--- config.mk ---
export PLATFORM = sky130hd
export DESIGN_NAME = ptd_top
export DESIGN_NICKNAME = d
export VERILOG_FILES = /design/src/logic/ptd_pkg.sv /design/src/logic/ptd_reg_if.sv /design/src/logic/ptd_channel.sv /design/src/logic/ptd_top.sv
export SDC_FILE = /design/constraint.sdc
export NUM_CORES = 1
export LEC_CHECK = 0
export BUFFER_PORTS_ARGS = -buffer_cell sky130_fd_sc_hd__buf_2
export CORE_MARGIN = 2
export CORE_UTILIZATION = 30
export DETAILED_ROUTE_END_ITERATION = 10
export GPL_TIMING_DRIVEN = 0
export PLACE_DENSITY = 0.5
export RECOVER_POWER = 100
export SLEW_MARGIN = 10
export SYNTH_ARGS = -nofsm -noshare
export SYNTH_HDL_FRONTEND = slang
export SYNTH_SLANG_ARGS = --single-unit
--- constraint.sdc ---
create_clock -name sys_clk_i -period 34.7 [get_ports sys_clk_i]
set_clock_uncertainty 0.15 [all_clocks]
set_input_delay 6.94 -clock sys_clk_i [delete_from_list [all_inputs] [get_ports sys_clk_i]]
set_output_delay 6.94 -clock sys_clk_i [all_outputs]
set_load 0.02 [all_outputs]
--- src/logic/ptd_pkg.sv ---
/*
 * Package for the programmable trigger delay block: register indices,
 * field positions, reset values and timing constants.
 * Assumes an 8-bit register port with one-cycle read latency.
 */
package ptd_pkg;
	// ----------------------------------------------------------------
	// Register indices
	// ----------------------------------------------------------------
	localparam logic [4:0] ADDR_STATUS_CTRL = 5'h00;
	localparam logic [4:0] ADDR_CTRL_ONE = 5'h01;
	localparam logic [4:0] ADDR_CTRL_TWO = 5'h02;
	localparam logic [4:0] ADDR_OUT_GATE = 5'h03;
	localparam logic [4:0] ADDR_LIMIT_HI = 5'h04;
	localparam logic [4:0] ADDR_LIMIT_LO = 5'h05;
	localparam logic [4:0] ADDR_COUNT_HI = 5'h06;
	localparam logic [4:0] ADDR_COUNT_LO = 5'h07;
	localparam logic [4:0] ADDR_IRQ_HI = 5'h08;
	localparam logic [4:0] ADDR_IRQ_LO = 5'h09;
	localparam logic [4:0] ADDR_DAC_HI = 5'h0a;
	localparam logic [4:0] ADDR_DAC_LO = 5'h0b;
	localparam logic [4:0] ADDR_DLY_BASE = 5'h10;
	// ----------------------------------------------------------------
	// Status and control field positions
	// ----------------------------------------------------------------
	localparam int SC_ENABLE = 7;
	localparam int SC_FLAG = 6;
	localparam int SC_IRQ_EN = 5;
	localparam int SC_LOAD_TIMING = 4;
	localparam int SC_PATH_HI = 3;
	localparam int SC_PATH_LO = 2;
	localparam int SC_DAC_EN = 1;
	localparam int SC_COMMIT = 0;
	localparam int C1_DIV_HI = 7;
	localparam int C1_DIV_LO = 5;
	localparam int C1_TRIG_HI = 4;
	localparam int C1_TRIG_LO = 2;
	localparam int C1_REPEAT = 1;
	localparam int C1_DIVIDER_MULTIPLY = 0;
	localparam int C2_SOFT = 0;
	// ----------------------------------------------------------------
	// Encodings, resets and timing
	// ----------------------------------------------------------------
	localparam logic [2:0] TRIG_CONV_DONE = 3'h0;
	localparam logic [2:0] TRIG_COMPARATOR = 3'h1;
	localparam logic [2:0] TRIG_SOFT = 3'h7;
	localparam logic [1:0] PATH_BYPASS = 2'h0;
	localparam logic [1:0] PATH_CHAN_A = 2'h1;
	localparam logic [1:0] PATH_OR_ALL = 2'h2;
	localparam logic [7:0] RST_BYTE = 8'h00;
	localparam logic [15:0] RST_LIMIT = 16'hffff;
	localparam logic [15:0] RST_WORD = 16'h0000;
	localparam logic [7:0] DIVIDER_MULTIPLY_FACTOR = 8'h14;
	localparam int NUM_CH = 8;
endpackage

--- src/logic/ptd_reg_if.sv ---
/*
 * Interface carrying one channel's active delay and pulse to the
 * channel module. Assumes both ends share sys_clk_i.
 */
`timescale 1ns/1ps
interface ptd_chan_if;
	logic [15:0] delay;
	logic armed;
	logic [15:0] count;
	logic tick;
	logic fire;
	modport ctrl (output delay, output armed, output count, output tick,
		input fire);
	modport chan (input delay, input armed, input count, input tick,
		output fire);
endinterface

--- src/logic/ptd_channel.sv ---
/*
 * One delay channel: fires a single-cycle pulse when the counter
 * reaches its delay while armed. Assumes the owner clears armed.
 */
`timescale 1ns/1ps
module ptd_channel (
	input wire logic sys_clk_i, // Peripheral clock
	input wire logic rst_i, // Async reset, high
	ptd_chan_if.chan ch // Delay, count and fire
);
	logic fire_ff;

	// One clock per hit, only on a counter advance
	always_ff @(posedge sys_clk_i or posedge rst_i) begin
		if (rst_i) begin
			fire_ff <= 1'b0;
		end else begin
			fire_ff <= ch.armed && ch.tick && (ch.count == ch.delay);
		end
	end
	assign ch.fire = fire_ff;
endmodule

--- src/logic/ptd_top.sv ---
/*
 * Programmable trigger delay: prescaled 16-bit up-counter, eight delay
 * channels, DAC pulse train and compare flag behind an 8-bit port.
 * Assumes synchronous trigger sources except the comparator pin.
 */
// Added by the designer: the register offsets and the strobed register port.
`timescale 1ns/1ps
// Function
// Divider code selects divide by 1..128
// Multiply bit scales divider by twenty
// Trigger select: done, comparator, software restart
// Repeat bit: one-shot or continuous
// Chain enable uses acknowledge to rearm
// Output enable passes or forces low
// Only channel 0 drives converter trigger
// Counter returns to zero at limit
// Reads return active, not buffered values
// Sixteen-bit up-counter, bytes read-only
// Byte read freezes coherent pair
// Flag sets on match; irq gated
// DAC pulse every interval counts
// Channel delay from trigger to output
// Prescale sets count granularity
// Software picks smallest prescaler
// Single reset, single clock
// Write one clears compare flag
// Software spaces delays, keeps channel 0
// Enable clear stops counter, kills triggers
// Commit copies buffers now or later
// Buffer writes ignored while commit pending
// Path select bypass, channel A, OR
// One-shot idles until next trigger
// Trigger pulses last one clock
module ptd_top (
	input wire logic sys_clk_i, // Peripheral bus clock
	input wire logic rst_i, // Async reset, high
	input wire logic [4:0] addr_i, // Register index
	input wire logic [7:0] wdata_i, // Write data
	input wire logic wr_i, // Write strobe
	input wire logic rd_i, // Read strobe
	output logic [7:0] rdata_o, // Read data, next cycle
	input wire logic converter_done_i, // Conversion complete
	input wire logic comparator_out_i, // Comparator, async
	input wire logic [7:1] trig_ack_i, // Channel acknowledges
	output logic [7:0] chan_trig_o, // Channel triggers
	output logic adc_trig_o, // Converter hw trigger
	output logic dac_trig_o, // DAC trigger pulse
	output logic irq_o // Compare interrupt
);
	localparam int N = ptd_pkg::NUM_CH;

	logic [7:0] sc_ff, c1_ff, c2_ff, gate_ff;
	logic flag_ff, commit_ff;
	logic [15:0] buf_lim_ff, act_lim_ff, buf_irq_ff, act_irq_ff;
	logic [15:0] buf_dac_ff, act_dac_ff;
	logic [15:0] buf_dly_ff [N];
	logic [15:0] act_dly_ff [N];
	logic [15:0] cnt_ff, hold_ff, dac_cnt_ff;
	logic hold_valid_ff, hold_lo_ff, running_ff;
	logic [11:0] pre_ff;
	logic [2:0] cmp_sync_ff;
	logic cmp_state_ff, trig_in_d_ff;
	logic [7:0] rdata_ff, out_ff;
	logic dac_ff;
	logic [N-1:0] armed_ff, fire, ack_all;

	// ----------------------------------------------------------------
	// Field decode
	// ----------------------------------------------------------------
	logic enable, repeat_run, divider_multiply, load_late, wr_sc, soft_go, tick;
	logic [1:0] path;
	logic [2:0] trig_sel;
	logic [11:0] pre_limit;
	logic trig_level, trig_edge, start, at_limit, do_load;
	assign enable = sc_ff[ptd_pkg::SC_ENABLE];
	assign load_late = sc_ff[ptd_pkg::SC_LOAD_TIMING];
	assign path = sc_ff[ptd_pkg::SC_PATH_HI:ptd_pkg::SC_PATH_LO];
	assign trig_sel = c1_ff[ptd_pkg::C1_TRIG_HI:ptd_pkg::C1_TRIG_LO];
	assign repeat_run = c1_ff[ptd_pkg::C1_REPEAT];
	assign divider_multiply = c1_ff[ptd_pkg::C1_DIVIDER_MULTIPLY];
	assign wr_sc = wr_i && addr_i == ptd_pkg::ADDR_STATUS_CTRL;

	// Factor = 2^code, times twenty when multiplied
	always_comb begin
		logic [11:0] base;
		base = 12'h001 << c1_ff[ptd_pkg::C1_DIV_HI:ptd_pkg::C1_DIV_LO];
		pre_limit = divider_multiply ? 12'(base * 12'(ptd_pkg::DIVIDER_MULTIPLY_FACTOR)) : base;
	end
	assign tick = running_ff && (pre_ff == pre_limit - 12'h001);

	// ----------------------------------------------------------------
	// Trigger input
	// ----------------------------------------------------------------
	// Comparator pin: change accepted once stages two and three agree
	always_ff @(posedge sys_clk_i or posedge rst_i) begin
		if (rst_i) begin
			cmp_sync_ff <= 3'h0;
			cmp_state_ff <= 1'b0;
		end else begin
			cmp_sync_ff <= {cmp_sync_ff[1:0], comparator_out_i};
			if (cmp_sync_ff[1] == cmp_sync_ff[2]) begin
				cmp_state_ff <= cmp_sync_ff[2];
			end
		end
	end

	always_comb begin
		case (trig_sel)
			ptd_pkg::TRIG_CONV_DONE: trig_level = converter_done_i;
			ptd_pkg::TRIG_COMPARATOR: trig_level = cmp_state_ff;
			default: trig_level = 1'b0;
		endcase
	end
	assign soft_go = wr_i && addr_i == ptd_pkg::ADDR_CTRL_TWO &&
		wdata_i[ptd_pkg::C2_SOFT] && trig_sel == ptd_pkg::TRIG_SOFT;
	assign trig_edge = trig_level && !trig_in_d_ff;
	assign start = enable && (trig_edge || soft_go);
	assign at_limit = tick && cnt_ff == act_lim_ff;

	always_ff @(posedge sys_clk_i or posedge rst_i) begin
		if (rst_i) begin
			trig_in_d_ff <= 1'b0;
		end else begin
			trig_in_d_ff <= trig_level;
		end
	end

	// ----------------------------------------------------------------
	// Counter and prescaler
	// ----------------------------------------------------------------
	always_ff @(posedge sys_clk_i or posedge rst_i) begin
		if (rst_i) begin
			cnt_ff <= ptd_pkg::RST_WORD;
			pre_ff <= 12'h000;
			running_ff <= 1'b0;
		end else if (!enable) begin
			cnt_ff <= ptd_pkg::RST_WORD;
			pre_ff <= 12'h000;
			running_ff <= 1'b0;
		end else if (start) begin
			cnt_ff <= ptd_pkg::RST_WORD;
			pre_ff <= 12'h000;
			running_ff <= 1'b1;
		end else if (running_ff) begin
			pre_ff <= tick ? 12'h000 : pre_ff + 12'h001;
			if (at_limit) begin
				cnt_ff <= ptd_pkg::RST_WORD;
				running_ff <= repeat_run;
			end else if (tick) begin
				cnt_ff <= cnt_ff + 16'h0001;
			end
		end
	end

	// ----------------------------------------------------------------
	// Channels and arming
	// ----------------------------------------------------------------
	assign ack_all = {trig_ack_i, 1'b0};
	// All channels rearm on start or repeat wrap, chained ones also on acknowledge
	always_ff @(posedge sys_clk_i or posedge rst_i) begin
		if (rst_i) begin
			armed_ff <= '0;
		end else begin
			for (int i = 0; i < N; i++) begin
				if (!enable) begin
					armed_ff[i] <= 1'b0;
				end else if (start || (at_limit && repeat_run)) begin
					armed_ff[i] <= 1'b1;
				end else if (fire[i]) begin
					armed_ff[i] <= 1'b0;
				end else if (c2_ff[i] && ack_all[i]) begin
					armed_ff[i] <= 1'b1;
				end
			end
		end
	end

	genvar g;
	generate
		for (g = 0; g < N; g++) begin : gen_ch
			ptd_chan_if cif ();
			assign cif.delay = act_dly_ff[g];
			assign cif.armed = armed_ff[g];
			assign cif.count = cnt_ff;
			assign cif.tick = tick;
			assign fire[g] = cif.fire;
			ptd_channel i_ptd_channel (
				.sys_clk_i(sys_clk_i),
				.rst_i(rst_i),
				.ch(cif.chan)
			);
		end
	endgenerate

	// Path select then per-channel gate; reserved code drives nothing
	always_ff @(posedge sys_clk_i or posedge rst_i) begin
		if (rst_i) begin
			out_ff <= 8'h00;
		end else if (!enable) begin
			out_ff <= 8'h00;
		end else begin
			case (path)
				ptd_pkg::PATH_BYPASS: out_ff <= {N{start}} & gate_ff;
				ptd_pkg::PATH_CHAN_A: out_ff <= {7'h00, fire[0]} & gate_ff;
				ptd_pkg::PATH_OR_ALL: out_ff <= fire & gate_ff;
				default: out_ff <= 8'h00;
			endcase
		end
	end
	assign chan_trig_o = out_ff;
	assign adc_trig_o = out_ff[0];

	// ----------------------------------------------------------------
	// DAC pulses
	// ----------------------------------------------------------------
	always_ff @(posedge sys_clk_i or posedge rst_i) begin
		if (rst_i) begin
			dac_cnt_ff <= ptd_pkg::RST_WORD;
			dac_ff <= 1'b0;
		end else begin
			dac_ff <= 1'b0;
			if (!enable || start) begin
				dac_cnt_ff <= ptd_pkg::RST_WORD;
			end else if (tick) begin
				if (dac_cnt_ff + 16'h0001 >= act_dac_ff) begin
					dac_cnt_ff <= ptd_pkg::RST_WORD;
					dac_ff <= sc_ff[ptd_pkg::SC_DAC_EN];
				end else begin
					dac_cnt_ff <= dac_cnt_ff + 16'h0001;
				end
			end
		end
	end
	assign dac_trig_o = dac_ff;

	// ----------------------------------------------------------------
	// Control registers, flag and commit
	// ----------------------------------------------------------------
	always_ff @(posedge sys_clk_i or posedge rst_i) begin
		if (rst_i) begin
			sc_ff <= ptd_pkg::RST_BYTE;
			c1_ff <= ptd_pkg::RST_BYTE;
			c2_ff <= ptd_pkg::RST_BYTE;
			gate_ff <= ptd_pkg::RST_BYTE;
		end else if (wr_i) begin
			if (addr_i == ptd_pkg::ADDR_STATUS_CTRL) begin
				sc_ff <= wdata_i;
			end
			if (addr_i == ptd_pkg::ADDR_CTRL_ONE) begin
				c1_ff <= wdata_i;
			end
			if (addr_i == ptd_pkg::ADDR_CTRL_TWO) begin
				c2_ff <= {wdata_i[7:1], 1'b0};
			end
			if (addr_i == ptd_pkg::ADDR_OUT_GATE) begin
				gate_ff <= wdata_i;
			end
		end
	end

	// Set wins over a simultaneous write-one clear
	always_ff @(posedge sys_clk_i or posedge rst_i) begin
		if (rst_i) begin
			flag_ff <= 1'b0;
		end else if (running_ff && tick && cnt_ff == act_irq_ff) begin
			flag_ff <= 1'b1;
		end else if (wr_sc && wdata_i[ptd_pkg::SC_FLAG]) begin
			flag_ff <= 1'b0;
		end
	end
	assign irq_o = flag_ff && sc_ff[ptd_pkg::SC_IRQ_EN];

	assign do_load = commit_ff && (!load_late ||
		(repeat_run ? at_limit : start));
	always_ff @(posedge sys_clk_i or posedge rst_i) begin
		if (rst_i) begin
			commit_ff <= 1'b0;
		end else if (do_load) begin
			commit_ff <= 1'b0;
		end else if (wr_sc && wdata_i[ptd_pkg::SC_COMMIT]) begin
			commit_ff <= 1'b1;
		end
	end

	// ----------------------------------------------------------------
	// Buffered and active timing values
	// ----------------------------------------------------------------
	logic buf_wr;
	assign buf_wr = wr_i && !commit_ff;
	always_ff @(posedge sys_clk_i or posedge rst_i) begin
		if (rst_i) begin
			buf_lim_ff <= ptd_pkg::RST_LIMIT;
			buf_irq_ff <= ptd_pkg::RST_LIMIT;
			buf_dac_ff <= ptd_pkg::RST_LIMIT;
			for (int i = 0; i < N; i++) buf_dly_ff[i] <= ptd_pkg::RST_LIMIT;
		end else if (buf_wr) begin
			case (addr_i)
				ptd_pkg::ADDR_LIMIT_HI: buf_lim_ff[15:8] <= wdata_i;
				ptd_pkg::ADDR_LIMIT_LO: buf_lim_ff[7:0] <= wdata_i;
				ptd_pkg::ADDR_IRQ_HI: buf_irq_ff[15:8] <= wdata_i;
				ptd_pkg::ADDR_IRQ_LO: buf_irq_ff[7:0] <= wdata_i;
				ptd_pkg::ADDR_DAC_HI: buf_dac_ff[15:8] <= wdata_i;
				ptd_pkg::ADDR_DAC_LO: buf_dac_ff[7:0] <= wdata_i;
				default: begin
					if (addr_i[4]) begin
						if (addr_i[0]) begin
							buf_dly_ff[addr_i[3:1]][7:0] <= wdata_i;
						end else begin
							buf_dly_ff[addr_i[3:1]][15:8] <= wdata_i;
						end
					end
				end
			endcase
		end
	end

	always_ff @(posedge sys_clk_i or posedge rst_i) begin
		if (rst_i) begin
			act_lim_ff <= ptd_pkg::RST_LIMIT;
			act_irq_ff <= ptd_pkg::RST_LIMIT;
			act_dac_ff <= ptd_pkg::RST_LIMIT;
			for (int i = 0; i < N; i++) act_dly_ff[i] <= ptd_pkg::RST_LIMIT;
		end else if (do_load) begin
			act_lim_ff <= buf_lim_ff;
			act_irq_ff <= buf_irq_ff;
			act_dac_ff <= buf_dac_ff;
			for (int i = 0; i < N; i++) act_dly_ff[i] <= buf_dly_ff[i];
		end
	end

	// ----------------------------------------------------------------
	// Read port
	// ----------------------------------------------------------------
	// Either byte read freezes both; the opposite byte releases it
	always_ff @(posedge sys_clk_i or posedge rst_i) begin
		if (rst_i) begin
			hold_ff <= ptd_pkg::RST_WORD;
			hold_valid_ff <= 1'b0;
			hold_lo_ff <= 1'b0;
		end else if (rd_i && (addr_i == ptd_pkg::ADDR_COUNT_HI ||
				addr_i == ptd_pkg::ADDR_COUNT_LO)) begin
			if (!hold_valid_ff) begin
				hold_ff <= cnt_ff;
				hold_valid_ff <= 1'b1;
				hold_lo_ff <= addr_i[0];
			end else if (addr_i[0] != hold_lo_ff) begin
				hold_valid_ff <= 1'b0;
			end
		end
	end

	logic [15:0] cnt_view;
	assign cnt_view = hold_valid_ff ? hold_ff : cnt_ff;
	always_ff @(posedge sys_clk_i or posedge rst_i) begin
		if (rst_i) begin
			rdata_ff <= 8'h00;
		end else if (rd_i) begin
			case (addr_i)
				ptd_pkg::ADDR_STATUS_CTRL: rdata_ff <= {sc_ff[7],
					flag_ff, sc_ff[5:1], commit_ff};
				ptd_pkg::ADDR_CTRL_ONE: rdata_ff <= c1_ff;
				ptd_pkg::ADDR_CTRL_TWO: rdata_ff <= c2_ff;
				ptd_pkg::ADDR_OUT_GATE: rdata_ff <= gate_ff;
				ptd_pkg::ADDR_LIMIT_HI: rdata_ff <= act_lim_ff[15:8];
				ptd_pkg::ADDR_LIMIT_LO: rdata_ff <= act_lim_ff[7:0];
				ptd_pkg::ADDR_COUNT_HI: rdata_ff <= cnt_view[15:8];
				ptd_pkg::ADDR_COUNT_LO: rdata_ff <= cnt_view[7:0];
				ptd_pkg::ADDR_IRQ_HI: rdata_ff <= act_irq_ff[15:8];
				ptd_pkg::ADDR_IRQ_LO: rdata_ff <= act_irq_ff[7:0];
				ptd_pkg::ADDR_DAC_HI: rdata_ff <= act_dac_ff[15:8];
				ptd_pkg::ADDR_DAC_LO: rdata_ff <= act_dac_ff[7:0];
				default: begin
					if (addr_i[4]) begin
						rdata_ff <= addr_i[0] ?
							act_dly_ff[addr_i[3:1]][7:0] :
							act_dly_ff[addr_i[3:1]][15:8];
					end else begin
						rdata_ff <= 8'h00;
					end
				end
			endcase
		end
	end
	assign rdata_o = rdata_ff;
endmodule

-- Word-level counts from Yosys, hierarchy flattened
Cells that the tools add are included.
- word-level logic and storage cells: 258
- flip-flop bits (word level): 486
- output and inout port bits: 19
- bits of input ports: 26
- multiplexer cells: 75
- multipliers: 1
- bitwise logic cells: 6
- reduce and logical (&&, ||, !) cells: 70
- add/subtract/negate cells: 4
- shifts and indexed selects: 1
- equal/unequal tests: 38
- order comparisons: 3
- operators by type and width (operator ; number):
    bitwise mux 128 bit ; 2
    2-to-1 mux 16 bit ; 12
    == test 16 bit ; 10
    2-to-1 mux 128 bit ; 1
    demux 16 bit (select 3 bit) ; 2
    case mux 8 bit (12 select lines) ; 1
    2-to-1 mux 12 bit ; 5
    binary-select mux 16 bit (select 3 bit) ; 1
    2-to-1 mux 1 bit ; 45
    logical AND 1 bit ; 41
    adder 16 x 1 -> 16 bit (second input constant) ; 2
    2-to-1 mux 8 bit ; 4
    inequality test 4 x 1 -> 1 bit (second input constant) ; 8
    case mux 8 bit (3 select lines) ; 1
    AND reduction 2 bit ; 12
    == test 5 x 3 -> 1 bit (second input constant) ; 4
    == test 5 x 4 -> 1 bit (second input constant) ; 4
    AND 8 bit ; 2
    >= comparator 16 bit ; 1
    adder 12 x 1 -> 12 bit (second input constant) ; 1
    == test 12 bit ; 1
    multiplier 12 x 3 -> 10 bit (second input constant) ; 1
    << shifter 1 x 3 -> 12 bit (first input constant) ; 1
    subtractor 12 x 1 -> 12 bit (second input constant) ; 1
    other kinds (23) ; 35

-- Longest topological paths before layout
Gate-level depths: netlist of run 1.
- depth in word-level cells: 11
- mapped depth: 16
- depth with buffers taken out: 14

-- By module
A second synthesis of run 1 with hierarchy kept.
- cells, all modules: 2896
- area, all modules: 28399.7 sq um
- by module, submodules not included (module ; cells an instance ; area each (sq um) ; times used ; seq. area each (sq um)):
    ptd_top ; 2704 ; 26698.1 ; 1 ; 12351.8
    ptd_channel ; 24 ; 212.7 ; 8 ; 25.0

-- Least setup slack after synthesis of run 1
OpenSTA, ideal clock, no wires.
- path kind: input to register
- start: input port addr_i[1]
- end: register act_dac_ff[0]
- setup slack: 25.326 ns
- library setup time: 0.082 ns
- data arrival time: 9.142 ns
- required time: 34.468 ns
- cell stages on the path: 11
- buffers on the path: 4
- path through: buf_2 nor3b_4 nand3_2 o22a_1 clkbuf_1 o31ai_1 nand2_1 o21ai_2 buf_8 buf_12 mux2_4
- longest elaborated chain between the ends: 9
- RTL lines (element ; line ; source):
    start: declaration ; ptd_top.sv:37 ; input wire logic [4:0] addr_i,
    == test 5 x 2 -> 1 bit ; ptd_top.sv:114 ; assign soft_go = wr_i && addr_i == ptd_pkg::ADDR_CTRL_TWO &&
    logical AND 1 bit (2 in a row) ; ptd_top.sv:114 ;
    logical AND 1 bit ; ptd_top.sv:115 ; wdata_i[ptd_pkg::C2_SOFT] && trig_sel == ptd_pkg::TRIG_SOFT;
    logical OR 1 bit ; ptd_top.sv:117 ; assign start = enable && (trig_edge || soft_go);
    logical AND 1 bit ; ptd_top.sv:117 ;
    2-to-1 mux 1 bit ; ptd_top.sv:274 ; (repeat_run ? at_limit : start));
    logical OR 1 bit ; ptd_top.sv:273 ; assign do_load = commit_ff && (!load_late ||
    logical AND 1 bit ; ptd_top.sv:273 ;
    end signal: assignment ; ptd_top.sv:321 ; act_dac_ff <= ptd_pkg::RST_LIMIT;
    end signal: assignment ; ptd_top.sv:326 ; act_dac_ff <= buf_dac_ff;
    end: declaration ; ptd_top.sv:55 ; logic [15:0] buf_dac_ff, act_dac_ff;
Every way passes these cells.
A chain may end at the register's enable or synchronous reset.

==> summary.log, run 1 <==
INFO  outcome        outcome=finished with violations
INFO  global_routing gr-total-overflow=0
INFO  outcome        violated_checks=capacitance limit, slew limit
INFO  setup_path     r2r_start=c1_ff[7]
INFO  pwr            power.leakage=10.99nW
INFO  global_routing grt.met2_usage=0.3446
INFO  sta            period_share=0.5238
INFO  synth          synth.mux.area_fraction=0.2057
INFO  synth          netlist_area=25130um^2
INFO  synth          synthesis.area_per_instance=12.36um^2
INFO  synth          yosysTopAreaCellShare=0.3680
INFO  synth          synth_common_cells=sky130_fd_sc_hd__dfstp_2, sky130_fd_sc_hd__mux2_2, sky130_fd_sc_hd__xnor2_1
INFO  clock_tree     clock_tree_from_tritoncts=done
INFO  clock_tree     cts-root-to-sink-buffers=3
INFO  die            core-area=83290um^2
INFO  global_routing grt_pass1_wl=132.1mm
INFO  global_routing groute.layer.met3.usage=0.03185
INFO  synth          synth_fa_ha_area_frac=0.01613
INFO  hold_path      hold_path_startpoint=cmp_sync_ff[0]
INFO  clock_tree     htree_levels=2
INFO  setup_path     crit-reg2reg-capture=act_dac_ff[14]
INFO  hold_path      holdPathEnd=cmp_sync_ff[1]
INFO  global_routing globalRoute.busiestLayer=met2
INFO  global_routing grt.met1_usage=0.2889
INFO  setup_path     critical_path_class=in -> async
INFO  sta            slew-limit-headroom=-3.250
INFO  sta            timing.setup.tns=0ns
INFO  die            top_level_ports=45
INFO  routing        drc=0
INFO  pwr            post-layout-total-power=1.560mW
INFO  synth          synth_simple_gate_area_share=0.08972
INFO  die            starting_density_of_the_core=0.3017
INFO  setup_path     setup.worst_path.start_class=input port
INFO  sta            hold_viol_final=0
INFO  synth          synth_ff_type=sky130_fd_sc_hd__dfstp_2
INFO  synth          syn_inst=2034
INFO  synth          yosys.area.top_type=sky130_fd_sc_hd__dfstp_2
INFO  sta            slew_violations=520
INFO  setup_path     worst_ep_arrival_time=17.19ns
INFO  clock_tree     clk_root_buffer_cell=sky130_fd_sc_hd__clkbuf_16
INFO  clock_tree     post_cts.repair.setup_buffers=0
INFO  routing        ant_nets=0
INFO  global_routing via_count_of_the_first_global_routing_pass=17880
INFO  clock_tree     post_cts_hold_buffer_count=0
INFO  placed_design  place_congestion=0.9594
INFO  run            timing.max_cap.violations=8
INFO  sta            grt_setup_unrepaired=no
INFO  routing        detailedRoute.firstIterationViolations=1594
INFO  setup_path     r2r_slack=27.76ns
INFO  die            die-area=86100um^2
INFO  die            floorplan.die.width=293.4um
INFO  die            die_y=293.4um
INFO  synth          yosys_warnings=0
INFO  synth          synthXorXnorAreaFrac=0.07020
INFO  synth          synth-seq-area-share=0.4995
INFO  clock_tree     cts-buffers-inserted=54
INFO  routing        total_detailed_routing_wirelength=91.55mm
INFO  clock_tree     path_clk_slew=0.06ns
INFO  synth          number_of_enable_type_register_cells_in_the_synthesized_netlist=0
INFO  synth          synth_compound_gate_area_share=0.08320
INFO  global_routing total_routing_usage_reported_by_global_routing=0.2119
INFO  synth          ys_top_cells_by_area=sky130_fd_sc_hd__dfstp_2, sky130_fd_sc_hd__dfrtp_1, sky130_fd_sc_hd__mux2_2
INFO  placed_design  dp.final_hpwl=66.01mm
INFO  synth          async_reset_ff_frac=1.000
INFO  routing        dr_total_vias=17490
INFO  finish         layout-area-overhead-vs-synth=10.62%
INFO  clock_tree     cts.sinks=484
INFO  setup_path     critPathCaptureType=async pin
INFO  synth          synthMostInstantiatedCell=sky130_fd_sc_hd__dfstp_2
INFO  sta            clock_period_minus_worst_slack=18.18ns
INFO  routing        length_of_the_first_detailed_routing_pass_in_iterations=5
INFO  sta            max_freq=0.05502GHz
INFO  placed_design  io_buffers=39
INFO  routing        detail_route.vias_per_cell=5.361
INFO  global_routing grt_start_max_net_pins=130
INFO  pwr            power_density=56.11nW/um^2
INFO  synth          ys_seq_elements=484
INFO  global_routing antenna_found_initial=9
INFO  setup_path     worst_endpoint_required_time=33.71ns
INFO  sta            report.final.setup_viol=0
INFO  clock_tree     post_cts.resized_instances=0
INFO  hold_path      min_delay_path_depth=0
INFO  clock_tree     worst_skew_pair.late_latency=0.62ns
INFO  setup_path     r2r_cells=16
INFO  routing        drt-wirelength-per-cell=28.06um
INFO  synth          synth.distinct_cells=91
INFO  finish         design.final.nets=2193
INFO  pwr            ir_drop=0.03862mV
INFO  hold_path      holdCritPathClass=reg -> reg
INFO  die            rows=106
INFO  sta            timing_worst_slew_pin_value=6.375ns
INFO  setup_path     worst_path_max_fanout=129
INFO  finish         post_route_cells_drive_above_1_share=0.3573
INFO  synth          largest_family_of_logic_cells_by_synthesized_area=multiplexers
-- layout by cell type (no fill, tap or decap), types with 8 or more instances in the layout --
cell and n:
sky130_fd_sc_hd__a211oi_1 8, sky130_fd_sc_hd__a21oi_1 60, sky130_fd_sc_hd__a221oi_1 29, sky130_fd_sc_hd__a22o_1 28, sky130_fd_sc_hd__a22oi_1 18, sky130_fd_sc_hd__a31oi_1 13
sky130_fd_sc_hd__and3_1 12, sky130_fd_sc_hd__and4_1 8, sky130_fd_sc_hd__buf_1 14, sky130_fd_sc_hd__buf_2 36, sky130_fd_sc_hd__clkbuf_1 139, sky130_fd_sc_hd__clkbuf_16 55
sky130_fd_sc_hd__clkinv_2 9, sky130_fd_sc_hd__dfrtp_1 132, sky130_fd_sc_hd__dfstp_2 352, sky130_fd_sc_hd__ha_1 30, sky130_fd_sc_hd__inv_1 32, sky130_fd_sc_hd__mux2_1 131
sky130_fd_sc_hd__mux2_2 269, sky130_fd_sc_hd__mux2_4 11, sky130_fd_sc_hd__mux2i_1 12, sky130_fd_sc_hd__nand2_1 102, sky130_fd_sc_hd__nand2b_1 8, sky130_fd_sc_hd__nand3_1 39
sky130_fd_sc_hd__nand3b_1 17, sky130_fd_sc_hd__nand4_1 40, sky130_fd_sc_hd__nor2_1 96, sky130_fd_sc_hd__nor2b_1 14, sky130_fd_sc_hd__nor3_1 13, sky130_fd_sc_hd__nor4_1 19
sky130_fd_sc_hd__o211ai_1 17, sky130_fd_sc_hd__o21a_1 10, sky130_fd_sc_hd__o21ai_0 50, sky130_fd_sc_hd__o22ai_1 10, sky130_fd_sc_hd__or3_1 14, sky130_fd_sc_hd__xnor2_1 164
sky130_fd_sc_hd__xor2_1 33
-- worst max-delay path by stage --
stage,start,end,cells past startpoint
floorplan,rst_i,armed_ff[0],1
global placement,rst_i,chan_trig_o[7],2
detailed placement,addr_i[2],rdata_o[5],10
CTS,addr_i[2],rdata_o[5],10
global route,rst_i,chan_trig_o[4],4
finish,rst_i,chan_trig_o[4],4
-- flip-flops by register name, indices dropped and copies added (netlist names), 12 cells and up --
| name | cells |
|---|---|
| dac_cnt_ff | 16 |
| buf_lim_ff | 16 |
| buf_dly_ff | 128 |
| buf_irq_ff | 16 |
| act_irq_ff | 16 |
| gen_ch.cif.delay | 128 |
| hold_ff | 16 |
| act_lim_ff | 16 |
| act_dac_ff | 16 |
| pre_ff | 12 |
| cnt_ff | 16 |
| buf_dac_ff | 16 |
-- kinds of logic after synthesis --
group	count (synthesis)
flip-flops	484
AND/OR/NAND/NOR	427
adder cells (fa/ha/maj)	32
buffers and inverters	168
AO/OA/AOI/OAI	298
XOR/XNOR	199
other	1
multiplexers	425
-- power breakdown --
| group | internal (mW) | switching (mW) |
|---|---|---|
| clock network | 0.316 | 0.246 |
| logic | 0.107 | 0.146 |
| registers | 0.680 | 0.0654 |
| total | 1.10 | 0.457 |
-- layout make-up --
cell class              count  area, um^2
flip-flops and latches    484       12550
inverters                  34       128.9
multi-input cells        1383       11310
clock inverters            22       182.7
diodes                      3       7.507
clock buffers              78        1533
fillers                  8368       55490
well taps                1080        1351
repair buffers             45       192.7
plain buffers             134       545.5
-- layer usage --
metal | vias to the layer above | part of all wire
met1 | 9155 | 0.45
met3 | 166 | 0.052
met2 | 621 | 0.47
met4 | 4 | 0.034
li1 | 7548 | -
met5 | - | 0.00025
-- worst max-delay path, cell delays in order --
cell                         delay, ns
sky130_fd_sc_hd__buf_2            0.10
sky130_fd_sc_hd__clkinvlp_2       0.89
sky130_fd_sc_hd__clkbuf_1         4.34
sky130_fd_sc_hd__clkbuf_1         4.76
-- metrics by stage --
stage | instances | cell area [um^2] | utilization | setup WS, ns | hold WS, ns
6_report | 3263 | 27800 | 0.3338 | 16.52 | 0.2123
3_5_place_dp | 3160 | 26850 | 0.3224 | 24.17 | 0.1864
4_1_cts | 3260 | 28570 | 0.3430 | 24.83 | 0.2111
3_3_place_gp | 3154 | 26680 | 0.3203 | 9.441 | 0.1965
5_1_grt | 3260 | 27790 | 0.3337 | 14.27 | 0.2137
2_1_floorplan | 2035 | 25130 | - | 14.69 | 0.1812
Power figures use the tool's default switching activity.
==> inputs of run 2 (changes only) <==
--- a/config.mk
+++ b/config.mk
@@ -10,7 +10,7 @@
 export CORE_UTILIZATION = 30
 export DETAILED_ROUTE_END_ITERATION = 10
 export GPL_TIMING_DRIVEN = 0
-export PLACE_DENSITY = 0.5
+export PLACE_DENSITY = 0.52
 export RECOVER_POWER = 100
 export SLEW_MARGIN = 10
 export SYNTH_ARGS = -nofsm -noshare
==> constraint.sdc (replaced) <==
create_clock -name sys_clk_i -period 15.85 [get_ports sys_clk_i]
set_clock_uncertainty 0.15 [all_clocks]
set_input_delay 3.17 -clock sys_clk_i [delete_from_list [all_inputs] [get_ports sys_clk_i]]
set_output_delay 3.17 -clock sys_clk_i [all_outputs]
set_load 0.02 [all_outputs]
==> summary.log, run 2 (synthesis gave the netlist of run 1 again) <==
INFO  routing        drt-wirelength-per-cell=28.21um [+0.53%]
INFO  die            die_y=293.4um [unchanged]
INFO  clock_tree     cts-buffers-inserted=54 [unchanged]
INFO  routing        detail_route.vias_per_cell=5.405 [+0.81%]
INFO  clock_tree     worst_skew_pair.late_latency=0.62ns [about the same]
INFO  routing        ant_nets=0 [unchanged]
INFO  sta            timing_worst_slew_pin_value=2.184ns [-4.192 ns]
INFO  sta            grt_setup_unrepaired=no
INFO  setup_path     worst_path_max_fanout=37 [-71%]
INFO  die            starting_density_of_the_core=0.3017 [unchanged]
INFO  finish         layout-area-overhead-vs-synth=11.92%
INFO  global_routing globalRoute.busiestLayer=met2
INFO  clock_tree     path_clk_slew=0.06ns [about the same]
INFO  global_routing groute.layer.met3.usage=0.03442 [+0.002572]
INFO  sta            report.final.setup_viol=0 [unchanged]
INFO  sta            period_share=0.5787
INFO  sta            hold-worst-slack=0.2114ns [-0.0008290 ns]
INFO  global_routing antenna_found_initial=10 [+1]
INFO  finish         filler_cell_count=8399 [+0.37%]
INFO  global_routing total_routing_usage_reported_by_global_routing=0.2130 [+0.001073]
INFO  sta            hold_viol_final=0 [unchanged]
INFO  setup_path     critPathCaptureType=async pin
INFO  clock_tree     post_cts_hold_buffer_count=0 [unchanged]
INFO  outcome        outcome=finished with violations
INFO  clock_tree     cts-root-to-sink-buffers=3 [unchanged]
INFO  clock_tree     post_cts.repair.setup_buffers=0 [unchanged]
INFO  pwr            power_density=126.5nW/um^2 [+130%]
INFO  setup_path     critical_path_class=in -> async
INFO  sta            max_freq=0.1090GHz
INFO  setup_path     setup.worst_path.start_class=input port
INFO  sta            slew_violations=329 [-37%]
INFO  die            rows=106 [unchanged]
INFO  routing        dr_total_vias=17700 [+1.1%]
INFO  routing        drc=0 [unchanged]
INFO  placed_design  dp.final_hpwl=67.06mm [+1.6%]
INFO  clock_tree     cts.sinks=484 [unchanged]
INFO  routing        detailedRoute.firstIterationViolations=1524 [-4.4%]
INFO  routing        total_detailed_routing_wirelength=92.35mm [+0.87%]
INFO  placed_design  place_congestion=0.9885 [+3.0%]
INFO  run            timing.max_cap.violations=13 [+5]
INFO  clock_tree     clock_tree_from_tritoncts=done
INFO  clock_tree     htree_levels=2 [unchanged]
INFO  pwr            power.leakage=11.15nW [+1.5%]
INFO  clock_tree     clk_root_buffer_cell=sky130_fd_sc_hd__clkbuf_16
INFO  global_routing grt.met2_usage=0.3298 [-0.01482]
INFO  global_routing grt_start_max_net_pins=41 [-68%]
INFO  finish         layout.cells.non_filler=3274 [+0.34%]
INFO  pwr            ir_drop=0.08215mV [+110%]
INFO  global_routing grt_pass1_wl=132.3mm [+0.19%]
INFO  finish         post_route_cells_drive_above_1_share=0.3618 [+0.004431]
INFO  die            floorplan.die.width=293.4um [unchanged]
INFO  outcome        violated_checks=capacitance limit, slew limit
INFO  finish         layout_commonest_cell=sky130_fd_sc_hd__dfstp_2
INFO  sta            timing.setup.tns=0ns [unchanged]
INFO  placed_design  place_inst=3171 [+0.35%]
INFO  setup_path     worst_endpoint_required_time=16.44ns [-17.27 ns]
INFO  die            core-area=83290um^2 [unchanged]
INFO  clock_tree     post_cts.resized_instances=0 [unchanged]
INFO  die            top_level_ports=45 [unchanged]
INFO  sta            slew-limit-headroom=-0.4558 [+2.794]
INFO  hold_path      holdCritPathClass=reg -> reg
INFO  global_routing via_count_of_the_first_global_routing_pass=17670 [-1.2%]
INFO  placed_design  io_buffers=39 [unchanged]
INFO  global_routing gr-total-overflow=0 [unchanged]
INFO  finish         mostFrequentLayoutCells=sky130_fd_sc_hd__dfstp_2, sky130_fd_sc_hd__mux2_2, sky130_fd_sc_hd__xnor2_1, sky130_fd_sc_hd__clkbuf_1, sky130_fd_sc_hd__dfrtp_1
INFO  sta            clock_period_minus_worst_slack=9.172ns
INFO  global_routing grt.met1_usage=0.2969 [+0.008010]
INFO  routing        length_of_the_first_detailed_routing_pass_in_iterations=7 [+2]
INFO  finish         design.final.nets=2204 [+0.50%]
INFO  setup_path     worst_ep_arrival_time=9.76ns [-7.43 ns]
INFO  die            die-area=86100um^2 [unchanged]
INFO  finish         postLayoutCoreUtil=0.3377 [+0.003906]
run 2: final cells by class:
class                           count  area, um^2  area share
Antenna cell                        2       5.005   0.0001779
Buffer                            134       544.3     0.01935
Clock buffer                       74        1622     0.05765
Clock inverter                     27       319.1     0.01134
Inverter                           34       128.9    0.004582
Multi-Input combinational cell   1383       11310      0.4020
Sequential cell                   484       12550      0.4463
Tap cell                         1080        1351     0.04805
Timing Repair Buffer               56       297.8     0.01059
run 2: per-stage QoR:
stage	instance area, um^2	total power [mW]	setup slack (ns)
6_report	28130	3.557	6.678
5_1_grt	28120	3.704	5.533
4_1_cts	28980	3.613	9.812
3_5_place_dp	27040	2.232	9.131
3_3_place_gp	26680	2.204	3.502
2_1_floorplan	25140	1.995	6.257
run 2: path summary, 6_finish.rpt:
kind	startpoint	endpoint	slack, ns	depth (start not counted)
worst max register to register	c1_ff[7]	gen_ch[4].cif.delay[2]	8.57	16
worst max-delay path	rst_i	buf_dac_ff[13]	6.68	8
max in group sys_clk_i	addr_i[1]	gen_ch[4].cif.delay[2]	7.09	11
worst min register to register	cmp_sync_ff[0]	cmp_sync_ff[1]	0.21	0
min in group asynchronous	rst_i	buf_dly_ff[66]	2.72	2
worst min-delay path	cmp_sync_ff[0]	cmp_sync_ff[1]	0.21	0
run 2: power breakdown:
| group | internal, mW | leakage (nW) | switching (mW) |
|---|---|---|---|
| registers | 1.49 | 5.43 | 0.144 |
| clock network | 0.816 | 0.963 | 0.552 |
| logic | 0.236 | 4.76 | 0.321 |
run 2: critical path: stages:
cell and delay [ns]:
sky130_fd_sc_hd__clkbuf_1 0.08, sky130_fd_sc_hd__clkinvlp_2 0.36, sky130_fd_sc_hd__clkbuf_1 1.38, sky130_fd_sc_hd__clkbuf_1 1.15, sky130_fd_sc_hd__clkbuf_1 1.36, sky130_fd_sc_hd__clkbuf_1 1.60
sky130_fd_sc_hd__buf_12 0.33, sky130_fd_sc_hd__buf_12 0.22
run 2: layer usage:
| metal | wire, um | vias to the layer above |
|---|---|---|
| li1 | - | 7567 |
| met1 | 41510 | 9221 |
| met2 | 41250 | 721 |
| met3 | 5840 | 186 |
| met4 | 3749 | 0 |
| met5 | 0 | - |
